### config.mk
export PLATFORM = sky130hd
export DESIGN_NAME = sis_issue_select
export DESIGN_NICKNAME = d
export VERILOG_FILES = /design/src/design/sis_pkg.sv /design/src/design/sis_pick_if.sv /design/src/design/sis_group_pick.sv /design/src/design/sis_issue_select.sv
export SDC_FILE = /design/constraint.sdc
export NUM_CORES = 1
export LEC_CHECK = 0
export BUFFER_PORTS_ARGS = -buffer_cell sky130_fd_sc_hd__buf_4
export CORE_AREA = 2 2 180 182
export DETAILED_ROUTE_END_ITERATION = 12
export DIE_AREA = 0 0 182 184
export PLACE_DENSITY = 0.67
export SLEW_MARGIN = 20
export SYNTH_ARGS = -nofsm -noshare
export SYNTH_HDL_FRONTEND = slang
export SYNTH_SLANG_ARGS = --single-unit
### constraint.sdc
create_clock -name i_clk -period 5.9 [get_ports i_clk]
set_input_delay 0.295 -clock i_clk [delete_from_list [all_inputs] [get_ports i_clk]]
set_output_delay 0.295 -clock i_clk [all_outputs]
set_load 0.1 [all_outputs]
### src/design/sis_pkg.sv
// constants and types for the strand issue selector
// assumes one core clock domain; widths fixed, nothing is imported by users
package sis_pkg;
   // strand organisation
   localparam int unsigned NUM_STRANDS = 8;
   localparam int unsigned NUM_GROUPS = 2;
   localparam int unsigned GROUP_SIZE = 4;
   localparam int unsigned MAX_ISSUE = 2;
   localparam int unsigned REG_WINDOWS = 8;
   // field widths
   localparam int unsigned INST_W = 32;
   localparam int unsigned SID_W = 3;
   localparam int unsigned GIDX_W = 2;
   localparam int unsigned CLS_W = 2;
   // values after reset
   localparam logic RST_UNAVAIL = 1'b0;
   localparam logic RST_TURN = 1'b0;
   localparam logic RST_VLD = 1'b0;

   // instruction class, tells which pipeline takes it
   typedef enum logic [1:0] {
      SIS_CLS_INT = 2'b00,
      SIS_CLS_FP = 2'b01,
      SIS_CLS_MEM = 2'b10,
      SIS_CLS_RSV = 2'b11
   } sis_class_type;
endpackage

### src/design/sis_pick_if.sv
// carrier between the selector top and one group picker
// assumes both ends sit on the same core clock
`timescale 1ns/10ps
`default_nettype none
interface sis_pick_if;
   logic [sis_pkg::GROUP_SIZE-1:0] elig;
   logic grant;
   logic win_vld;
   logic [sis_pkg::GIDX_W-1:0] win_idx;
   modport picker (input elig, input grant, output win_vld, output win_idx);
   modport ctrl (output elig, output grant, input win_vld, input win_idx);
endinterface
`default_nettype wire

### src/design/sis_group_pick.sv
// least-recently-issued picker for one group of four strands
// assumes grant only follows a valid winner in the same cycle
`timescale 1ns/10ps
`default_nettype none
module sis_group_pick (
   // clock, reset and enable
   input wire logic i_clk,
   input wire logic i_rstn,
   input wire logic i_ce,
   // link to the selector
   sis_pick_if.picker pick
);
   // order_r[0] issued least recently, order_r[3] most recently
   logic [sis_pkg::GIDX_W-1:0] order_r [sis_pkg::GROUP_SIZE];
   logic [sis_pkg::GIDX_W-1:0] win_pos;

   // scan from most recent down so the oldest eligible strand wins
   always_comb begin
      pick.win_vld = 1'b0;
      pick.win_idx = order_r[0];
      win_pos = '0;
      for (int k = sis_pkg::GROUP_SIZE - 1; k >= 0; k--) begin
         if (pick.elig[order_r[k]]) begin
            pick.win_vld = 1'b1;
            pick.win_idx = order_r[k];
            win_pos = k[sis_pkg::GIDX_W-1:0];
         end
      end
   end

   // winner moves to the back; no grant leaves the order alone
   always_ff @(posedge i_clk) begin
      if (!i_rstn) begin
         for (int k = 0; k < sis_pkg::GROUP_SIZE; k++) begin
            order_r[k] <= k[sis_pkg::GIDX_W-1:0];
         end
      end else if (i_ce && pick.grant) begin
         for (int k = 0; k < sis_pkg::GROUP_SIZE - 1; k++) begin
            if (k >= int'(win_pos)) begin
               order_r[k] <= order_r[k+1];
            end
         end
         order_r[sis_pkg::GROUP_SIZE-1] <= order_r[win_pos];
      end
   end

   a_lri_winner_back: assert property (@(posedge i_clk) disable iff (!i_rstn)
      (i_ce && pick.grant) |=> (order_r[3] == $past(pick.win_idx)))
      else $error("granted strand not moved to most recent");
   a_idle_order_kept: assert property (@(posedge i_clk) disable iff (!i_rstn)
      !pick.grant |=> ((order_r[0] == $past(order_r[0]))
         && (order_r[1] == $past(order_r[1])) && (order_r[2] == $past(order_r[2]))
         && (order_r[3] == $past(order_r[3]))))
      else $error("order changed in an idle cycle");
   a_winner_eligible: assert property (@(posedge i_clk) disable iff (!i_rstn)
      pick.win_vld |-> pick.elig[pick.win_idx])
      else $error("winner is not an eligible strand");
endmodule // sis_group_pick
`default_nettype wire

### src/design/sis_issue_select.sv
// strand issue selector for one core: eight strands, two groups, two issues
// assumes fetch holds an instruction until taken, pipes raise ready to drain
`timescale 1ns/10ps
`default_nettype none
module sis_issue_select (
   // clock, reset, enable
   input wire logic i_clk,
   input wire logic i_rstn,
   input wire logic i_ce,
   // instruction supply, one slot per strand
   input wire logic [sis_pkg::NUM_STRANDS-1:0] i_inst_vld,
   input wire logic [sis_pkg::NUM_STRANDS-1:0][sis_pkg::INST_W-1:0] i_inst,
   input wire logic [sis_pkg::NUM_STRANDS-1:0][sis_pkg::CLS_W-1:0] i_inst_cls,
   output logic [sis_pkg::NUM_STRANDS-1:0] o_inst_take,
   // long-latency events
   input wire logic [sis_pkg::NUM_STRANDS-1:0] i_lle_start,
   input wire logic [sis_pkg::NUM_STRANDS-1:0] i_lle_done,
   output logic [sis_pkg::NUM_STRANDS-1:0] o_strand_avail,
   // integer pipes, one per group
   input wire logic [sis_pkg::NUM_GROUPS-1:0] i_int_rdy,
   output logic [sis_pkg::NUM_GROUPS-1:0] o_int_vld,
   output logic [sis_pkg::NUM_GROUPS-1:0][sis_pkg::SID_W-1:0] o_int_sid,
   output logic [sis_pkg::NUM_GROUPS-1:0][sis_pkg::INST_W-1:0] o_int_inst,
   // shared floating-point pipe
   input wire logic i_fp_rdy,
   output logic o_fp_vld,
   output logic [sis_pkg::SID_W-1:0] o_fp_sid,
   output logic [sis_pkg::INST_W-1:0] o_fp_inst,
   // shared memory pipe
   input wire logic i_mem_rdy,
   output logic o_mem_vld,
   output logic [sis_pkg::SID_W-1:0] o_mem_sid,
   output logic [sis_pkg::INST_W-1:0] o_mem_inst
);
   localparam int unsigned NS = sis_pkg::NUM_STRANDS;
   localparam int unsigned NG = sis_pkg::NUM_GROUPS;

   // a strand may only compete if its target pipe can take it now
   function automatic logic pipe_free(input logic [sis_pkg::CLS_W-1:0] cls,
         input logic int_f, input logic fp_f, input logic mem_f);
      case (cls)
         sis_pkg::SIS_CLS_INT: pipe_free = int_f;
         sis_pkg::SIS_CLS_FP: pipe_free = fp_f;
         sis_pkg::SIS_CLS_MEM: pipe_free = mem_f;
         default: pipe_free = 1'b0;
      endcase
   endfunction

   logic [NS-1:0] unavail_r;
   logic turn_r;
   logic [NG-1:0] int_vld_r;
   logic [NG-1:0][sis_pkg::SID_W-1:0] int_sid_r;
   logic [NG-1:0][sis_pkg::INST_W-1:0] int_inst_r;
   logic fp_vld_r, mem_vld_r;
   logic [sis_pkg::SID_W-1:0] fp_sid_r, mem_sid_r;
   logic [sis_pkg::INST_W-1:0] fp_inst_r, mem_inst_r;
   logic [NG-1:0] int_free;
   logic fp_free, mem_free;
   logic [NS-1:0] elig;
   logic [NG-1:0] win_vld, grant;
   logic [NG-1:0][sis_pkg::SID_W-1:0] win_sid;
   logic [NG-1:0][sis_pkg::CLS_W-1:0] win_cls;
   logic [NG-1:0][sis_pkg::INST_W-1:0] win_inst;
   logic conflict;
   logic fp_go, mem_go;
   logic [sis_pkg::SID_W-1:0] fp_sid_nxt, mem_sid_nxt;
   logic [sis_pkg::INST_W-1:0] fp_inst_nxt, mem_inst_nxt;

   // a held pipe register frees up in the same cycle it drains
   assign fp_free = !fp_vld_r || i_fp_rdy;
   assign mem_free = !mem_vld_r || i_mem_rdy;

   // eligibility: waiting on an event, even one starting now, excludes the strand
   always_comb begin
      elig = '0;
      for (int s = 0; s < NS; s++) begin
         elig[s] = i_inst_vld[s] && !unavail_r[s] && !i_lle_start[s]
            && pipe_free(i_inst_cls[s], int_free[s / sis_pkg::GROUP_SIZE], fp_free, mem_free);
      end
   end

   // one picker per group; strand id top bit is the group number
   for (genvar g = 0; g < NG; g++) begin : g_grp
      sis_pick_if pick_if ();
      assign int_free[g] = !int_vld_r[g] || i_int_rdy[g];
      assign pick_if.elig = elig[g*sis_pkg::GROUP_SIZE +: sis_pkg::GROUP_SIZE];
      assign pick_if.grant = grant[g];
      assign win_vld[g] = pick_if.win_vld;
      assign win_sid[g] = {1'(g), pick_if.win_idx};
      assign win_cls[g] = i_inst_cls[win_sid[g]];
      assign win_inst[g] = i_inst[win_sid[g]];
      // nothing issues from a group that lost or froze
      assign grant[g] = i_ce && win_vld[g] && !(conflict && (turn_r != 1'(g)));
      sis_group_pick u_pick (
         .i_clk(i_clk),
         .i_rstn(i_rstn),
         .i_ce(i_ce),
         .pick(pick_if.picker)
      );
   end

   // two winners wanting the same shared pipe: only one goes, turns alternate
   assign conflict = win_vld[0] && win_vld[1] && (win_cls[0] == win_cls[1])
      && (win_cls[0] != sis_pkg::SIS_CLS_INT);

   // take strobes and routing of winners to the shared pipes
   always_comb begin
      o_inst_take = '0;
      fp_go = 1'b0;
      mem_go = 1'b0;
      fp_sid_nxt = '0;
      mem_sid_nxt = '0;
      fp_inst_nxt = '0;
      mem_inst_nxt = '0;
      for (int g = 0; g < NG; g++) begin
         if (grant[g]) begin
            o_inst_take[win_sid[g]] = 1'b1;
            if (win_cls[g] == sis_pkg::SIS_CLS_FP) begin
               fp_go = 1'b1;
               fp_sid_nxt = win_sid[g];
               fp_inst_nxt = win_inst[g];
            end
            if (win_cls[g] == sis_pkg::SIS_CLS_MEM) begin
               mem_go = 1'b1;
               mem_sid_nxt = win_sid[g];
               mem_inst_nxt = win_inst[g];
            end
         end
      end
   end

   // unavailable flags: a new event wins over a resolve in the same cycle
   always_ff @(posedge i_clk) begin
      if (!i_rstn) begin
         unavail_r <= {NS{sis_pkg::RST_UNAVAIL}};
      end else if (i_ce) begin
         unavail_r <= (unavail_r & ~i_lle_done) | i_lle_start;
      end
   end

   // shared-pipe tie breaker
   always_ff @(posedge i_clk) begin
      if (!i_rstn) begin
         turn_r <= sis_pkg::RST_TURN;
      end else if (i_ce && conflict) begin
         turn_r <= !turn_r;
      end
   end

   // integer pipe registers, group g feeds only pipe g
   always_ff @(posedge i_clk) begin
      if (!i_rstn) begin
         int_vld_r <= {NG{sis_pkg::RST_VLD}};
         int_sid_r <= '0;
         int_inst_r <= '0;
      end else if (i_ce) begin
         for (int g = 0; g < NG; g++) begin
            if (grant[g] && (win_cls[g] == sis_pkg::SIS_CLS_INT)) begin
               int_vld_r[g] <= 1'b1;
               int_sid_r[g] <= win_sid[g];
               int_inst_r[g] <= win_inst[g];
            end else if (i_int_rdy[g]) begin
               int_vld_r[g] <= 1'b0;
            end
         end
      end
   end

   // shared floating-point and memory pipe registers
   always_ff @(posedge i_clk) begin
      if (!i_rstn) begin
         fp_vld_r <= sis_pkg::RST_VLD;
         mem_vld_r <= sis_pkg::RST_VLD;
         fp_sid_r <= '0;
         mem_sid_r <= '0;
         fp_inst_r <= '0;
         mem_inst_r <= '0;
      end else if (i_ce) begin
         if (fp_go) begin
            fp_vld_r <= 1'b1;
            fp_sid_r <= fp_sid_nxt;
            fp_inst_r <= fp_inst_nxt;
         end else if (i_fp_rdy) begin
            fp_vld_r <= 1'b0;
         end
         if (mem_go) begin
            mem_vld_r <= 1'b1;
            mem_sid_r <= mem_sid_nxt;
            mem_inst_r <= mem_inst_nxt;
         end else if (i_mem_rdy) begin
            mem_vld_r <= 1'b0;
         end
      end
   end

   // outputs straight from the registers
   assign o_strand_avail = ~unavail_r;
   assign o_int_vld = int_vld_r;
   assign o_int_sid = int_sid_r;
   assign o_int_inst = int_inst_r;
   assign o_fp_vld = fp_vld_r;
   assign o_fp_sid = fp_sid_r;
   assign o_fp_inst = fp_inst_r;
   assign o_mem_vld = mem_vld_r;
   assign o_mem_sid = mem_sid_r;
   assign o_mem_inst = mem_inst_r;

   a_group_int_route: assert property (@(posedge i_clk) disable iff (!i_rstn)
      (!o_int_vld[0] || !o_int_sid[0][2]) && (!o_int_vld[1] || o_int_sid[1][2]))
      else $error("integer pipe holds a strand of the other group");
   a_issue_two_max: assert property (@(posedge i_clk) disable iff (!i_rstn)
      ($countones(o_inst_take) <= sis_pkg::MAX_ISSUE) && $onehot0(o_inst_take[3:0])
         && $onehot0(o_inst_take[7:4]))
      else $error("more than two strands issued");
   a_pair_legal: assert property (@(posedge i_clk) disable iff (!i_rstn)
      (grant[0] && grant[1]) |-> ((win_cls[0] == sis_pkg::SIS_CLS_INT)
         || (win_cls[1] == sis_pkg::SIS_CLS_INT) || (win_cls[0] != win_cls[1])))
      else $error("illegal issue pairing");
   a_blocked_no_issue: assert property (@(posedge i_clk) disable iff (!i_rstn)
      (o_inst_take & (unavail_r | i_lle_start)) == '0)
      else $error("unavailable strand issued");
   a_event_marks: assert property (@(posedge i_clk) disable iff (!i_rstn)
      (i_ce && (i_lle_start != '0)) |=> ((o_strand_avail & $past(i_lle_start)) == '0))
      else $error("event did not mark strand unavailable");
   a_others_continue: assert property (@(posedge i_clk) disable iff (!i_rstn)
      (i_ce && (elig[3:0] != '0) && !conflict) |-> (o_inst_take[3:0] != '0))
      else $error("eligible strand not issued");
   a_fp_any_strand: assert property (@(posedge i_clk) disable iff (!i_rstn)
      fp_go |=> (o_fp_vld && (o_fp_sid == $past(fp_sid_nxt))))
      else $error("floating-point issue lost");
   a_own_state: assert property (@(posedge i_clk) disable iff (!i_rstn)
      (grant[1] && (win_cls[1] == sis_pkg::SIS_CLS_INT))
         |=> (o_int_inst[1] == $past(win_inst[1])) && (o_int_sid[1] == $past(win_sid[1])))
      else $error("issued word not from its own strand");
   a_idle_group: assert property (@(posedge i_clk) disable iff (!i_rstn)
      (elig[7:4] == '0) |-> (o_inst_take[7:4] == '0) && !grant[1])
      else $error("idle group issued");
endmodule // sis_issue_select
`default_nettype wire

Word-level counts from Yosys, hierarchy flattened --
Memories as Yosys holds them, arrays and structs flattened. Cells that the tools add are included.
Cells by class: magnitude comparators 18, equal/unequal tests 21, mux-type cells 133, bitwise gates (word level) 14, reductions and logical operators 90
Operator list (count):
- 32-bit two-way mux | 10
- 32-bit binary-select mux with 2-bit select | 2
- 1-bit two-way mux | 65
- 2-bit two-way mux | 30
- 1-bit logical AND | 40
- 2-bit by 3-bit less-than comparator with 1-bit output, second input constant | 8
- 1-bit one-hot mux with 3 select lines | 8
- 1-bit zero test | 23
- 2-bit by 1-bit equality test with 1-bit output, second input constant | 10
- 2-bit equality test, second input constant | 10
- 2-bit zero test | 10
- 1-bit binary-select mux with 2-bit select | 8
- 8-bit inverter | 2
- 8-bit OR | 2
- 2-bit AND reduction | 8
- 3-bit two-way mux | 4
- 2-bit nonzero test | 5
- 8-bit bitwise AND | 1
- 2-bit binary-select mux with 2-bit select | 2
- 1-bit by 2-bit greater-or-equal comparator with 1-bit output, first input constant | 4
- 8-bit two-way mux | 1
- 1-bit OR | 8
- 1-bit demux with 2-bit select | 2
- 2-bit greater-or-equal comparator, first input constant | 2
- 8 further kinds | 11
Storage, ports and cells: bits in registers 152, bits in writable memories 16, bits of input ports 303, output and inout port bits 160, logic and storage cells 292, memories 2
Memories:
- g_grp[0].u_pick.order_r | depth 4, bits a word 2, read ports 5, clocked after Yosys merged registers in 0, wr ports 4, line sis_group_pick.sv:14 | logic [sis_pkg::GIDX_W-1:0] order_r [sis_pkg::GROUP_SIZE];
- g_grp[1].u_pick.order_r | depth 4, bits a word 2, read ports 5, clocked after Yosys merged registers in 0, wr ports 4, line sis_group_pick.sv:14

Longest topological paths before layout --
Gate-level depths: netlist (run 1).
depth after elaboration 23, depth in mapped cells 16, mapped depth without buffers 13

By module --
Synthesis (run 1) repeated with hierarchy kept, for this count alone.
Second synthesis, totals: cells, all modules 1082, area total of the unflattened synthesis 10196.0 µm²
By module, submodules not included:
- sis_issue_select | instances 1, cells each 928, area an instance 8692.1 µm², sequential area each 3042.9 µm²
- sis_group_pick at g_grp[1].u_pick | instances 1, cells each 77, area an instance 754.5 µm², sequential area each 240.2 µm²
- sis_group_pick at g_grp[0].u_pick | instances 1, cells each 77, area an instance 749.5 µm², sequential area each 240.2 µm²

Worst setup path after synthesis (run 1) --
OpenSTA, ideal clock, no wires.
path kind register to output, from register mem_vld_r, in the netlist o_mem_vld, to output port o_inst_take[0] in the netlist's numbering, arrival time 5.962 ns, required time 5.605 ns, setup slack -0.357 ns, stages on the path, launching flop included 14, buffers on the path 0, path through dfxtp_1 nor2b_2 a211o_1 a21oi_1 mux4_2 a2111oi_2 a21boi_1 a2bb2oi_1 mux2i_2 xnor2_2 o2bb2ai_4 a31oi_1 nand2_1 nor3b_1
On the way: cells in the longest elaborated chain, start to end 21, elaborated cells between the ends (all ways) 75, those cells by class 2 x order compare; 1 x eq/ne; 48 x mux; 1 x bitwise; 23 x reduce/logical
Ends and longest elaborated chain:
- from (decl) | line sis_issue_select.sv:54 | logic fp_vld_r, mem_vld_r;
- from (signal assigned) | line sis_issue_select.sv:173 | mem_vld_r <= sis_pkg::RST_VLD;
- 1-bit zero test * | line sis_issue_select.sv:71 | assign mem_free = !mem_vld_r || i_mem_rdy;
- 1-bit logical OR * | line sis_issue_select.sv:71
- 1-bit one-hot mux with 3 select lines | line sis_issue_select.sv:41 | case (cls)
- 1-bit logical AND | line sis_issue_select.sv:78 | && pipe_free(i_inst_cls[s], int_free[s / sis_pkg::GROUP_SIZE], fp_free, mem_free);
- 1-bit binary-select mux with 2-bit select | line sis_group_pick.sv:23 | if (pick.elig[order_r[k]]) begin
- 1-bit two-way mux (implied by the code) | line sis_group_pick.sv:23
- 2-bit two-way mux (4 in series) | line sis_group_pick.sv:23
- 2-bit binary-select mux with 2-bit select | line sis_issue_select.sv:90 | assign win_cls[g] = i_inst_cls[win_sid[g]];
- [... 2 more ...]
- 1-bit logical AND | line sis_issue_select.sv:103 | assign conflict = win_vld[0] && win_vld[1] && (win_cls[0] == win_cls[1])
- 1-bit logical AND | line sis_issue_select.sv:104 | && (win_cls[0] != sis_pkg::SIS_CLS_INT);
- 1-bit logical AND | line sis_issue_select.sv:93 | assign grant[g] = i_ce && win_vld[g] && !(conflict && (turn_r != 1'(g)));
- 1-bit zero test | line sis_issue_select.sv:93
- 1-bit logical AND | line sis_issue_select.sv:93
- 4-bit two-way mux | line sis_issue_select.sv:116 | if (grant[g]) begin
- 8-bit OR (no line)
- 8-bit two-way mux * | line sis_issue_select.sv:116
- to (decl) | line sis_issue_select.sv:14 | output logic [sis_pkg::NUM_STRANDS-1:0] o_inst_take,
Every way passes the cells marked *; elsewhere a longest branch is shown, timed or not. The select of a mux whose other input is x is not followed.

Worst setup path after layout (run 1) --
from register mem_vld_r, in the netlist o_mem_vld, to output port o_inst_take[7] in the netlist's numbering
On the way: cells in the longest elaborated chain, start to end 19, elaborated cells between the ends (all ways) 70, those cells by class 2 x order compare; 1 x eq/ne; 47 x mux; 1 x bitwise; 19 x reduce/logical
Ends and longest elaborated chain (line):
- 1-bit zero test * | sis_issue_select.sv:71
- 1-bit logical OR * | sis_issue_select.sv:71
- parallel branches: the longest is 16 deep, another holds 3-bit by 4-bit less-than comparator with 1-bit output
- 8-bit two-way mux * | sis_issue_select.sv:116
Every way passes the cells marked *. The select of a mux whose other input is x is not followed.

==> results of run 1 <==
-- state kept, by name, indices dropped and copies added, names as in the netlist, 2 cells and up --
signal                flops
o_int_inst               64
o_fp_inst                32
o_mem_inst               32
g_grp.u_pick.order_r     16
unavail_r                 8
o_int_sid                 5
o_fp_sid                  3
o_mem_sid                 3
o_int_vld                 2
-- how the worst min path moves through the flow --
stage	start	slack (ns)	endpoint
2_1_floorplan	i_lle_start[0]	0.46	unavail_r[0]$_SDFFE_PN0P_
3_3_place_gp	o_int_sid[5]$_SDFFE_PN0P_	0.44	o_int_sid[5]$_SDFFE_PN0P_
3_5_place_dp	o_int_sid[5]$_SDFFE_PN0P_	0.44	o_int_sid[5]$_SDFFE_PN0P_
4_1_cts	i_lle_start[7]	0.10	unavail_r[7]$_SDFFE_PN0P_
5_1_grt	i_lle_start[6]	0.12	unavail_r[6]$_SDFFE_PN0P_
6_report	i_lle_start[4]	0.12	unavail_r[4]$_SDFFE_PN0P_
-- final cells by class --
cell class / instances / area share (%)
clock buffer: 18 / 2.97
clock inverter: 14 / 1.06
multi-input combinational: 958 / 42.4
tap: 402 / 3.48
sequential: 168 / 24.4
timing repair buffer: 480 / 25.1
inverter: 21 / 0.563
-- per-stage QoR --
stage	power, W	hold WS [ns]	std cells
floorplan	0.00292	0.460	1245
global placement	0.00350	0.436	2029
detailed placement	0.00352	0.442	2029
CTS	0.00466	0.100	2061
global route	0.00484	0.116	2061
finish	0.00462	0.123	2061
-- worst max-delay path: cells and delay by family, from the launching register on --
family / cells / cell delay, ns
compound gates: 6 / 1.89
mux: 3 / 1.10
simple gates: 3 / 0.51
flops: 1 / 0.37
buf+inv: 1 / 0.33
xor+xnor: 1 / 0.20
-- layer usage --
layer,vias to the layer above,part of all wire (%)
met5,-,0.034
met4,2,3.2
met3,64,6.4
met2,422,50
met1,5100,41
li1,5278,-
-- cell usage after synthesis, drive strengths merged (20+ instances only) --
| library cell | n | area share (%) |
|---|---|---|
| a21oi | 151 | 7.5 |
| o21ai | 84 | 4.2 |
| nand2 | 112 | 4.2 |
| nand3 | 78 | 3.9 |
| clkbuf | 66 | 2.5 |
| mux2i | 74 | 7.4 |
| dfxtp | 152 | 30 |
| nor3b | 20 | 1.5 |
| o22a | 67 | 5.8 |
| inv | 21 | 0.78 |
| buf | 32 | 1.9 |
| mux2 | 64 | 7.1 |
| nor2 | 164 | 6.2 |
-- power by group --
part	switching (W)	internal, W	leakage [nW]
logic	0.00150	0.000664	4.63
registers	0.0000712	0.00126	1.38
clock network	0.000557	0.000570	0.286
total	0.00213	0.00249	6.29
-- cells in the final DEF (no fill, tap or decap), types with 5 or more instances in the layout --
| cell type | instances |
|---|---|
| buf_4 | 478 |
| nor2_1 | 163 |
| dfxtp_1 | 152 |
| a21oi_1 | 151 |
| nand2_1 | 112 |
| o21ai_0 | 79 |
| nand3_1 | 78 |
| mux2i_1 | 73 |
| o22a_1 | 67 |
| mux2_2 | 64 |
| inv_1 | 20 |
| nor3b_1 | 19 |
| clkbuf_16 | 17 |
| edfxtp_1 | 16 |
| nand2b_1 | 11 |
| a22oi_1 | 9 |
| and2_1 | 8 |
| and3_1 | 8 |
| nand3b_1 | 8 |
| mux4_2 | 7 |
| nor2b_1 | 7 |
| a211oi_1 | 7 |
| a31oi_1 | 6 |
| nor3_1 | 6 |
| inv_8 | 6 |
| and3b_1 | 5 |
| o21a_1 | 5 |
-- logic make-up after synthesis --
family | count (synthesis) | share of synthesized area (%)
xor+xnor | 2 | 0.248
buf+inv | 119 | 5.10
flops | 168 | 34.9
mux | 145 | 16.1
simple gates | 437 | 19.8
other cells | 1 | 0.0371
compound gates | 373 | 23.8
==> tab_implementation.tex, run 1 <==
\begin{tabular}{lr}
\hline
Metric & Value \\
\hline
\multicolumn{2}{l}{\textbf{Synthesis}} \\
\quad Number of synthesized register bits & 168 \\
\quad Gate count after technology mapping & 1245 \\
\quad Mean post-synth cell area & 8.12 sq um \\
\quad Post-synthesis async set-or-reset flop share & 0\% \\
\quad Sequential element share of the synthesized area & 34.9\% \\
\quad Main synth FF type & dfxtp\_1 \\
\quad Number of warning messages in the yosys log & 0 \\
\quad Netlist area before placement & 0.0101 sq mm \\
\quad Number of nets in the synthesized netlist & 1548 \\
\quad EDFF count, synth & 16 \\
\quad Synth cell types & 65 \\
\multicolumn{2}{l}{\textbf{Worst setup path}} \\
\quad Cell Chain, Critical Path & nor2b\_2 > a211oi\_1 > o21ai\_1 > mux4\_2 > a21boi\_1 > a221o\_4 > mux2i\_1 > mux2i\_2 > xnor2\_2 > o2bb2ai\_4 > a21boi\_1 > nand2\_1 > nor2\_1 > buf\_4 \\
\quad Critical path's most frequent cell & a21boi\_1 \\
\quad Critical-path maximum fanout & 25 \\
\quad Nature of the critical path endpoint & output port \\
\quad Max stage delay on crit path & 0.60 ns \\
\quad Register-to-Register Setup Slack & 0.98 ns \\
\quad Launching element type of the critical path & flop \\
\quad Setup crit end & o\_inst\_take[7] \\
\quad Logic depth of the worst register-to-register path & 14 \\
\quad Data required time of the worst path & 5.61 ns \\
\quad Critical path startpoint & o\_mem\_vld\$\_SDFFE\_PN0P\_ \\
\quad Class of the most critical setup path & flop to output port \\
\quad Endpoint arrival time on the critical path & 4.83 ns \\
\quad Endpoint of the worst-slack reg-to-reg timing path & o\_fp\_inst[11]\$\_SDFFE\_PN0P\_ \\
\quad Cell with the biggest individual delay on the critical path & mux4\_2 \\
\quad Source of the worst register-to-register timing path & o\_mem\_vld\$\_SDFFE\_PN0P\_ \\
\multicolumn{2}{l}{\textbf{Clock network}} \\
\quad Hold-fix buffer count after cts & 0 \\
\quad Clock transition at the register clock pins on the worst setup and hold paths after CTS & 0.08 ns \\
\quad Number of post-CTS setup repair buffers & 0 \\
\quad CTS sink cnt & 168 \\
\quad Root buffer cell & clkbuf\_16 \\
\quad CTS buffer count & 17 \\
\quad Clock tree from TritonCTS & built \\
\quad H-tree levels & 4 \\
\quad Maximum root-to-sink buffer count & 2 \\
\quad Number of instances resized during post-cts repair & 0 \\
\quad Clock latency on the worst-skew pair & 0.44 ns \\
\multicolumn{2}{l}{\textbf{GRT}} \\
\quad Met2 Use GR & 39.3\% \\
\quad Gr ovfl total & 0 \\
\quad Number of antenna violations at the first check in global routing & 1 \\
\quad Top Usage Layer GRT & met2 \\
\quad Total track usage & 22.2\% \\
\quad Met3 usage & 5.15\% \\
\quad Pin count of the biggest net entering global routing & 78 \\
\quad Number of global-route vias before repair & 10495 \\
\quad First-pass GRT wire length & 58.6 mm \\
\quad Met1 Track Usage GR & 26.1\% \\
\multicolumn{2}{l}{\textbf{Power}} \\
\quad Cell leakage power & 6.29 nW \\
\quad P per Cell Area & 320 mW/mm\^{}2 \\
\quad Maximum VDD drop & 0.000175 V \\
\multicolumn{2}{l}{\textbf{STA}} \\
\quad Number of hold violations in the final report & 0 \\
\quad Post-route fraction of the period consumed by the critical path & 86.9\% \\
\quad Crit path setup slack, layout & 0.771 ns \\
\quad Fin Setup TNS & 0 ns \\
\quad Max-slew violation total from the final report & 0 \\
\quad Max\_slew headroom & 40.8\% \\
\quad Setup repair after global routing missed its margin & no \\
\quad Final setup viols & 0 \\
\quad Max Freq & 0.195 GHz \\
\quad Setup clock skew after layout & 0.0223 ns \\
\quad Time the worst path needs with I/O delays and setup & 5.13 ns \\
\quad Transition time of the tightest slew-check pin & 0.878 ns \\
\multicolumn{2}{l}{\textbf{Hold path}} \\
\quad Worst hold path cell count & 3 \\
\quad Hold WC Path Type & input pin to flop \\
\multicolumn{2}{l}{\textbf{Floorplanning}} \\
\quad Die Wd & 182 um \\
\quad Initial core utilization & 32.2\% \\
\quad Die Ht & 184 um \\
\quad Area enclosed by the die boundary & 0.0335 sq mm \\
\quad Rows & 65 \\
\quad \# IOs & 463 \\
\quad Core ar. & 0.0314 sq mm \\
\multicolumn{2}{l}{\textbf{Finish}} \\
\quad Share of post-route cells with drive strength above 1 & 36.7\% \\
\quad Final core utilization & 46.0\% \\
\quad Register cell area after layout & 0.00352 sq mm \\
\quad Synth-to-layout area growth & 43.0\% \\
\quad Area taken by multi-input logic gates & 0.00613 sq mm \\
\quad Nets@finish & 1949 \\
\quad Finished Cell Area & 0.0145 sq mm \\
\quad Antenna diode instance count & 0 \\
\quad Fillers & 3063 \\
\multicolumn{2}{l}{\textbf{Placed design}} \\
\quad Cell area reported after detailed placement & 0.0139 sq mm \\
\quad DP Worst Slack & 0.924 ns \\
\quad Weighted congestion reported at the end of routability-driven placement & 0.868 \\
\quad Number of buffer cells added on primary ports & 461 \\
\quad HPWL reported at the end of detailed placement & 29.5 mm \\
\multicolumn{2}{l}{\textbf{Detailed routing}} \\
\quad Routed wire length & 38.6 mm \\
\quad Drt wl/cell & 18.7 um \\
\quad DRC & 0 \\
\quad Drt first pass iters & 5 \\
\quad Count of antenna-violating nets left after detailed routing & 0 \\
\quad Via count & 10866 \\
\quad First DRT Iteration DRCs & 572 \\
\quad Number of vias per cell & 5.27 \\
\multicolumn{2}{l}{\textbf{Status}} \\
\quad Result of the run & completed \\
\multicolumn{2}{l}{\textbf{Run}} \\
\quad Max-capacitance violation count & 0 \\
\hline
\end{tabular}
No activity file was read; power rests on OpenSTA's default activity.
==> run 2: changes to the inputs <==
--- a/config.mk
+++ b/config.mk
@@ -5,11 +5,12 @@
 export SDC_FILE = /design/constraint.sdc
 export NUM_CORES = 1
 export LEC_CHECK = 0
+export ABC_AREA = 1
 export BUFFER_PORTS_ARGS = -buffer_cell sky130_fd_sc_hd__buf_4
 export CORE_AREA = 2 2 180 182
 export DETAILED_ROUTE_END_ITERATION = 12
 export DIE_AREA = 0 0 182 184
-export PLACE_DENSITY = 0.67
+export PLACE_DENSITY = 0.7
 export SLEW_MARGIN = 20
 export SYNTH_ARGS = -nofsm -noshare
 export SYNTH_HDL_FRONTEND = slang
==> constraint.sdc (replaced) <==
create_clock -name i_clk -period 5.9 [get_ports i_clk]
set_input_delay 0.295 -clock i_clk [delete_from_list [all_inputs] [get_ports i_clk]]
set_output_delay 0.295 -clock i_clk [all_outputs]
set_load 0.005 [all_outputs]
==> run 2 against run 1 <==
  * Clock-buffer cell count is the same
  * Wire length rose by 32%
  * Register-to-register slack better by 0.25 ns
  * Largest cell class unchanged
  * Sequential share of layout area shrank 0.80 points
  * Clock skew shrank 0.0041 ns
  * Area after synthesis grew 7.8%
  * First-iteration DRC count rose to 2.5 times the previous value
  * Core utilization up 1.6 points
==> tab_implementation.tex, run 2 <==
\begin{tabular}{lr}
\hline
Metric & Value \\
\hline
\multicolumn{2}{l}{\textbf{Synthesis}} \\
\quad Number of nets in the synthesized netlist & 2010 \\
\quad Adder-Cell Fraction of Synth Area & 0\% \\
\quad Mean post-synth cell area & 6.38 sq um \\
\quad Netlist area before placement & 0.0109 sq mm \\
\quad Synth cell types & 39 \\
\quad Main synth FF type & dfxtp\_1 \\
\quad Sequential element share of the synthesized area & 32.3\% \\
\quad Multiplexer share of the synthesized area & 0\% \\
\quad Cell types occupying the most area after synthesis & dfxtp\_1 28\%, nand2\_1 14\%, nor2\_1 9.8\% \\
\quad Top cells by count, synth & 414 x nand2\_1, 285 x nor2\_1, 156 x nand4\_1, 152 x dfxtp\_1, 124 x nand3\_1 \\
\quad Compound-gate portion of the synthesized area & 11.0\% \\
\quad Fraction of synthesized cell area taken by the top area cell type & 27.9\% \\
\quad Post-synthesis async set-or-reset flop share & 0\% \\
\quad EDFF count, synth & 16 \\
\quad Most area-hungry cell type in the Yosys netlist & dfxtp\_1 \\
\quad Gate count after technology mapping & 1707 \\
\quad Number of warning messages in the yosys log & 0 \\
\quad Number of synthesized register bits & 168 \\
\quad Fraction of the mapped netlist area in simple logic gates & 46.1\% \\
\quad Most frequent cell after synthesis & nand2\_1 \\
\quad Fraction of synthesized cell area in xor and xnor cells & 0\% \\
\quad Main combinational cell family by area after synthesis & simple AND/OR/NAND/NOR gates \\
\multicolumn{2}{l}{\textbf{Worst setup path}} \\
\quad Data required time of the worst path & 5.61 ns \\
\quad Source of the worst register-to-register timing path & o\_mem\_vld\$\_SDFFE\_PN0P\_ \\
\quad Endpoint arrival time on the critical path & 4.51 ns \\
\quad Class of the most critical setup path & flop to output port \\
\quad Critical-path maximum fanout & 72 \\
\quad Register-to-Register Setup Slack & 1.23 ns \\
\quad Critical path startpoint & o\_mem\_vld\$\_SDFFE\_PN0P\_ \\
\quad Launching element type of the critical path & flop \\
\quad Endpoint of the worst-slack reg-to-reg timing path & o\_mem\_inst[0]\$\_SDFFE\_PN0P\_ \\
\quad Logic depth of the worst register-to-register path & 26 \\
\quad Nature of the critical path endpoint & output port \\
\multicolumn{2}{l}{\textbf{Floorplanning}} \\
\quad Die Ht & 184 um \\
\quad Die Wd & 182 um \\
\quad Rows & 65 \\
\quad Core ar. & 0.0314 sq mm \\
\quad Area enclosed by the die boundary & 0.0335 sq mm \\
\quad Initial core utilization & 34.7\% \\
\quad \# IOs & 463 \\
\multicolumn{2}{l}{\textbf{Clock network}} \\
\quad Clock tree from TritonCTS & built \\
\quad Clock latency on the worst-skew pair & 0.44 ns \\
\quad Number of post-CTS setup repair buffers & 0 \\
\quad CTS buffer count & 17 \\
\quad Maximum root-to-sink buffer count & 2 \\
\quad H-tree levels & 4 \\
\quad Clock transition at the register clock pins on the worst setup and hold paths after CTS & 0.08 ns \\
\quad Number of instances resized during post-cts repair & 0 \\
\quad Hold-fix buffer count after cts & 0 \\
\quad Root buffer cell & clkbuf\_16 \\
\quad CTS sink cnt & 168 \\
\multicolumn{2}{l}{\textbf{Detailed routing}} \\
\quad Count of antenna-violating nets left after detailed routing & 0 \\
\quad Metal1 wirelength & 21.6 mm \\
\quad Met2 Routed Length & 22.8 mm \\
\quad Via count & 13352 \\
\quad DRC & 0 \\
\quad First DRT Iteration DRCs & 1455 \\
\quad Uppermost layer routed & met4 \\
\quad Number of vias per cell & 5.34 \\
\quad Drt wl/cell & 20.3 um \\
\quad Drt first pass iters & 5 \\
\quad Detailed route wirelength on metal3 & 4.59 mm \\
\quad Routed wire length & 50.8 mm \\
\multicolumn{2}{l}{\textbf{STA}} \\
\quad Post-route fraction of the period consumed by the critical path & 81.5\% \\
\quad Max\_slew headroom & 26.7\% \\
\quad Number of hold violations in the final report & 0 \\
\quad Max-slew violation total from the final report & 0 \\
\quad Final setup viols & 0 \\
\quad Time the worst path needs with I/O delays and setup & 4.81 ns \\
\quad Fin Setup TNS & 0 ns \\
\quad Transition time of the tightest slew-check pin & 1.10 ns \\
\quad Setup clock skew after layout & 0.0182 ns \\
\quad Worst Hold Margin & 0.114 ns \\
\quad Max Freq & 0.208 GHz \\
\quad Setup repair after global routing missed its margin & no \\
\multicolumn{2}{l}{\textbf{Finish}} \\
\quad Share of post-route cells with drive strength above 1 & 30.0\% \\
\quad Commonest non-fill, non-tap cell in the layout & buf\_4 \\
\quad Number of flip-flops in the largest register & 64 \\
\quad Highest-count cells in the layout ignoring fill and taps & 473 x buf\_4, 414 x nand2\_1, 280 x nor2\_1 \\
\quad Nets@finish & 2386 \\
\quad Synth-to-layout area growth & 37.2\% \\
\multicolumn{2}{l}{\textbf{Placed design}} \\
\quad HPWL reported at the end of detailed placement & 38.9 mm \\
\quad Number of buffer cells added on primary ports & 461 \\
\quad Weighted congestion reported at the end of routability-driven placement & 1.01 \\
\multicolumn{2}{l}{\textbf{Power}} \\
\quad Maximum VDD drop & 0.000351 V \\
\quad Sequential group share of total power & 21.5\% \\
\quad Proportion of power drawn by combinational gates & 65.7\% \\
\quad Cell-internal power & 0.00394 W \\
\quad P per Cell Area & 580 mW/mm\^{}2 \\
\quad Cell leakage power & 7.63 nW \\
\quad Clk network pwr share & 12.8\% \\
\quad Sw Share & 54.5\% \\
\quad Net Sw Power & 0.00472 W \\
\multicolumn{2}{l}{\textbf{Hold path}} \\
\quad Critical hold path startpoint & i\_lle\_done[2] \\
\quad Destination of the worst hold path & unavail\_r[2]\$\_SDFFE\_PN0P\_ \\
\quad Worst hold path cell count & 4 \\
\quad Hold WC Path Type & input pin to flop \\
\multicolumn{2}{l}{\textbf{GRT}} \\
\quad Gr ovfl total & 0 \\
\quad Number of global-route vias before repair & 12635 \\
\quad Pin count of the biggest net entering global routing & 86 \\
\quad First-pass GRT wire length & 75.0 mm \\
\quad Total track usage & 29.4\% \\
\quad Number of antenna violations at the first check in global routing & 1 \\
\multicolumn{2}{l}{\textbf{Run}} \\
\quad Max-capacitance violation count & 0 \\
\multicolumn{2}{l}{\textbf{Status}} \\
\quad Result of the run & completed \\
\hline
\end{tabular}
-- run 2: cell count changes after synthesis, moves of 73 or more --
cell / previous run / this run
mux2i_1: 73 / 0
nand2_1: 112 / 414
nor2_1: 163 / 285
inv_1: 20 / 122
nand4_1: 0 / 156
a21oi_1: 151 / 21
-- run 2: cell families after synthesis --
group,count (synthesis)
flip-flops,168
other,1
AND/OR/NAND/NOR,1082
AO/OA/AOI/OAI,195
buffers and inverters,261
-- run 2: power groups by stage --
stage | sequential (W) | combinational, W | clock (W)
floorplan | 0.00184 | 0.00342 | 0
finish | 0.00186 | 0.00569 | 0.00111
global route | 0.00190 | 0.00618 | 0.00116
global placement | 0.00188 | 0.00554 | 0
detailed placement | 0.00188 | 0.00560 | 0
CTS | 0.00186 | 0.00562 | 0.00112
-- run 2: layout make-up --
class                      instances  area, sq um
timing repair buffer             473         3550
inverter                         145          549
clock buffer                      18          429
tap                              402          503
clock inverter                    14          114
multi-input combinational       1278         6270
fill                            3254        16400
sequential                       168         3520
antenna                            1         2.50
-- run 2: worst max path at each step --
stage | endpoint | cells past startpoint | slack, ns
2_1_floorplan | g_grp[0].u_pick.order_r[1][0]$_SDFFCE_PN1P_ | 23 | 3.01
3_3_place_gp | o_mem_inst[13]$_SDFFE_PN0P_ | 28 | 1.39
3_5_place_dp | o_mem_inst[3]$_SDFFE_PN0P_ | 28 | 1.27
4_1_cts | o_inst_take[3] | 23 | 1.22
5_1_grt | o_inst_take[3] | 24 | 0.77
6_report | o_inst_take[3] | 23 | 1.09
-- run 2: critical path: stages, from the launching register on --
cell and delay, ns:
dfxtp_1 0.38, nand2_2 0.17, nand2_1 0.11, nand3_1 0.10
nand2_1 0.12, nand2_1 0.08, nand3_1 0.12, nand2_2 0.09
nor2_4 0.14, nand2_1 0.11, nand2_1 0.09, nand2_2 0.08
nand2_4 0.12, nand2_1 0.06, o21ai_1 0.11, inv_2 0.06
o21ai_4 0.22, inv_2 0.08, nand2_2 0.08, nand2_4 0.07
nand3_4 0.60, nand2_2 0.38, nor3_1 0.46, buf_4 0.21
-- run 2: routing by layer --
metal,up-vias,global-route usage [%]
met5,-,0
met3,86,6.54
met2,697,47.2
met4,0,11.5
li1,6406,-
met1,6163,38.3
-- run 2: per-stage QoR --
step	cell area, sq um	util, %	power, W	cells	worst slack (ns)
floorplan	10900	-	0.00526	1707	3.01
global placement	14400	45.8	0.00742	2466	1.39
detailed placement	14400	45.8	0.00748	2466	1.27
CTS	14900	47.6	0.00860	2498	1.22
global route	14900	47.6	0.00925	2499	0.767
finish	14900	47.6	0.00866	2499	1.09
==> run 3: changes to the inputs <==
--- a/config.mk
+++ b/config.mk
@@ -7,10 +7,10 @@
 export LEC_CHECK = 0
 export ABC_AREA = 1
 export BUFFER_PORTS_ARGS = -buffer_cell sky130_fd_sc_hd__buf_4
-export CORE_AREA = 2 2 180 182
+export CORE_AREA = 2 2 182 184
 export DETAILED_ROUTE_END_ITERATION = 12
-export DIE_AREA = 0 0 182 184
-export PLACE_DENSITY = 0.7
+export DIE_AREA = 0 0 184 186
+export PLACE_DENSITY = 0.69
 export SLEW_MARGIN = 20
 export SYNTH_ARGS = -nofsm -noshare
 export SYNTH_HDL_FRONTEND = slang
==> constraint.sdc (replaced) <==
create_clock -name i_clk -period 4.54 [get_ports i_clk]
set_input_delay 0.227 -clock i_clk [delete_from_list [all_inputs] [get_ports i_clk]]
set_output_delay 0.227 -clock i_clk [all_outputs]
set_load 0.005 [all_outputs]
==> run 3 against run 2 <==
  * Core utilization shrank 0.80 points
  * Sequential power is 30% higher
  * Combinational power up 31%
  * Critical path depth is the same
  * Largest cell class unchanged
==> tab_implementation.tex, run 3 (synthesized netlist as in run 2, its figures left out) <==
\begin{tabular}{lr}
\hline
Metric & Value \\
\hline
\multicolumn{2}{l}{\textbf{Worst setup path}} \\
\quad Class of the most critical setup path & flop to flop \\
\quad Critical-path maximum fanout & 35 \\
\quad Data required time of the worst path & 4.85 ns \\
\quad Logic depth of the worst register-to-register path & 23 \\
\quad Endpoint arrival time on the critical path & 4.42 ns \\
\quad Source of the worst register-to-register timing path & o\_mem\_vld\$\_SDFFE\_PN0P\_ \\
\quad Launching element type of the critical path & flop \\
\quad Endpoint of the worst-slack reg-to-reg timing path & o\_int\_inst[15]\$\_SDFFE\_PN0P\_ \\
\quad Register-to-Register Setup Slack & 0.43 ns \\
\quad Nature of the critical path endpoint & flop \\
\multicolumn{2}{l}{\textbf{Floorplanning}} \\
\quad \# IOs & 463 \\
\quad Core ar. & 0.0322 sq mm \\
\quad Die Wd & 184 um \\
\quad Rows & 66 \\
\quad Area enclosed by the die boundary & 0.0342 sq mm \\
\quad Initial core utilization & 33.8\% \\
\quad Die Ht & 186 um \\
\multicolumn{2}{l}{\textbf{Power}} \\
\quad Cell leakage power & 7.70 nW \\
\quad Maximum VDD drop & 0.000397 V \\
\quad P per Cell Area & 758 mW/mm\^{}2 \\
\multicolumn{2}{l}{\textbf{STA}} \\
\quad Number of hold violations in the final report & 0 \\
\quad Time the worst path needs with I/O delays and setup & 4.11 ns \\
\quad Max\_slew headroom & 25.7\% \\
\quad Max-slew violation total from the final report & 0 \\
\quad Fin Setup TNS & 0 ns \\
\quad Setup clock skew after layout & 0.0173 ns \\
\quad Final setup viols & 0 \\
\quad Max Freq & 0.243 GHz \\
\quad Transition time of the tightest slew-check pin & 1.11 ns \\
\quad Worst Hold Margin & 0.0490 ns \\
\quad Crit path setup slack, layout & 0.426 ns \\
\quad Post-route fraction of the period consumed by the critical path & 90.6\% \\
\quad Setup repair after global routing missed its margin & no \\
\multicolumn{2}{l}{\textbf{Clock network}} \\
\quad Hold-fix buffer count after cts & 0 \\
\quad Number of instances resized during post-cts repair & 0 \\
\quad Clock transition at the register clock pins on the worst setup and hold paths after CTS & 0.08 ns \\
\quad Clock tree from TritonCTS & built \\
\quad H-tree levels & 4 \\
\quad Clock latency on the worst-skew pair & 0.43 ns \\
\quad Number of post-CTS setup repair buffers & 0 \\
\quad CTS sink cnt & 168 \\
\quad CTS buffer count & 17 \\
\quad Maximum root-to-sink buffer count & 2 \\
\quad Root buffer cell & clkbuf\_16 \\
\multicolumn{2}{l}{\textbf{Hold path}} \\
\quad Hold WC Path Type & input pin to flop \\
\quad Destination of the worst hold path & unavail\_r[3]\$\_SDFFE\_PN0P\_ \\
\quad Critical hold path startpoint & i\_lle\_done[3] \\
\quad Worst hold path cell count & 4 \\
\multicolumn{2}{l}{\textbf{Placed design}} \\
\quad Cell area reported after detailed placement & 0.0145 sq mm \\
\quad HPWL reported at the end of detailed placement & 38.3 mm \\
\quad Weighted congestion reported at the end of routability-driven placement & 1.05 \\
\quad Number of buffer cells added on primary ports & 461 \\
\quad DP Worst Slack & 0.531 ns \\
\multicolumn{2}{l}{\textbf{Run}} \\
\quad Max-capacitance violation count & 0 \\
\multicolumn{2}{l}{\textbf{Finish}} \\
\quad Final core utilization & 46.8\% \\
\quad Number of flip-flops in the largest register & 64 \\
\quad Antenna diode instance count & 0 \\
\quad Register cell area after layout & 0.00352 sq mm \\
\quad Synth-to-layout area growth & 38.3\% \\
\quad Finished Cell Area & 0.0151 sq mm \\
\quad Share of post-route cells with drive strength above 1 & 30.2\% \\
\quad Fillers & 3252 \\
\quad Nets@finish & 2395 \\
\quad Area taken by multi-input logic gates & 0.00626 sq mm \\
\quad Highest-count cells in the layout ignoring fill and taps & 482 x buf\_4, 414 x nand2\_1, 280 x nor2\_1 \\
\quad Commonest non-fill, non-tap cell in the layout & buf\_4 \\
\multicolumn{2}{l}{\textbf{Detailed routing}} \\
\quad Drt wl/cell & 19.9 um \\
\quad First DRT Iteration DRCs & 1273 \\
\quad Count of antenna-violating nets left after detailed routing & 0 \\
\quad Routed wire length & 49.9 mm \\
\quad Via count & 13356 \\
\quad DRC & 0 \\
\quad Drt first pass iters & 8 \\
\quad Number of vias per cell & 5.31 \\
\multicolumn{2}{l}{\textbf{GRT}} \\
\quad First-pass GRT wire length & 73.1 mm \\
\quad Gr ovfl total & 0 \\
\quad Total track usage & 28.2\% \\
\quad Pin count of the biggest net entering global routing & 90 \\
\quad Number of global-route vias before repair & 12371 \\
\quad Number of antenna violations at the first check in global routing & 0 \\
\multicolumn{2}{l}{\textbf{Status}} \\
\quad Result of the run & completed \\
\hline
\end{tabular}
==> run 3: cell type report <==
| cell class | instances | area share (%) |
|---|---|---|
| well taps | 408 | 3.39 |
| multi-input cells | 1278 | 41.5 |
| inverters | 145 | 3.64 |
| clock inverters | 14 | 1.16 |
| repair buffers | 482 | 24.0 |
| clock buffers | 18 | 2.91 |
| flip-flops and latches | 168 | 23.4 |
==> run 3: worst max path at each step <==
| stage | slack [ns] | start | end |
|---|---|---|---|
| final | 0.43 | o_mem_vld$_SDFFE_PN0P_ | o_int_inst[15]$_SDFFE_PN0P_ |
| after global routing | 0.12 | o_mem_vld$_SDFFE_PN0P_ | o_int_sid[1]$_SDFFE_PN0P_ |
| after CTS | 0.51 | o_mem_vld$_SDFFE_PN0P_ | o_int_sid[1]$_SDFFE_PN0P_ |
| after detailed placement | 0.53 | i_mem_rdy | o_int_sid[1]$_SDFFE_PN0P_ |
| after global placement | 0.69 | i_mem_rdy | o_int_sid[1]$_SDFFE_PN0P_ |
| after floorplan | 1.65 | o_mem_vld$_SDFFE_PN0P_ | g_grp[0].u_pick.order_r[1][0]$_SDFFCE_PN1P_ |
==> run 3: critical path, stage by stage, from the launching register on <==
cell and delay [ns]:
dfxtp_1 0.38, nand2_2 0.16, nand2_1 0.10, nand3_1 0.10, nand2_1 0.12, nand2_1 0.06, nand3_1 0.14, nand2_2 0.11
nor2_4 0.15, nand2_1 0.09, nand2_1 0.08, nand2_2 0.08, nand2_4 0.12, nand2_1 0.07, o21ai_1 0.10, inv_2 0.06
o21ai_4 0.23, inv_2 0.08, nand2_2 0.09, nand2_4 0.08, nand3_4 0.27, nand4_2 0.85, nor2_1 0.37, nor2_1 0.09
==> run 3: through the flow <==
stage	power, W	cells
2_1_floorplan	0.00683	1707
3_3_place_gp	0.00962	2481
3_5_place_dp	0.00974	2481
4_1_cts	0.0113	2513
5_1_grt	0.0122	2513
6_report	0.0114	2513
==> run 3: power breakdown <==
group	total, W	internal, W	switching [W]	leakage (nW)
clock	0.00158	0.000856	0.000724	0.303
sequential	0.00241	0.00205	0.000354	1.38
combinational	0.00744	0.00238	0.00506	6.02
==> run 3: layer usage <==
layer | up-vias | routed length (um) | global-route usage (%)
li1 | 6438 | - | -
met1 | 6117 | 20800 | 36.0
met2 | 712 | 22600 | 45.9
met3 | 89 | 4880 | 7.18
met4 | 0 | 1630 | 10.6
met5 | - | 0 | 0
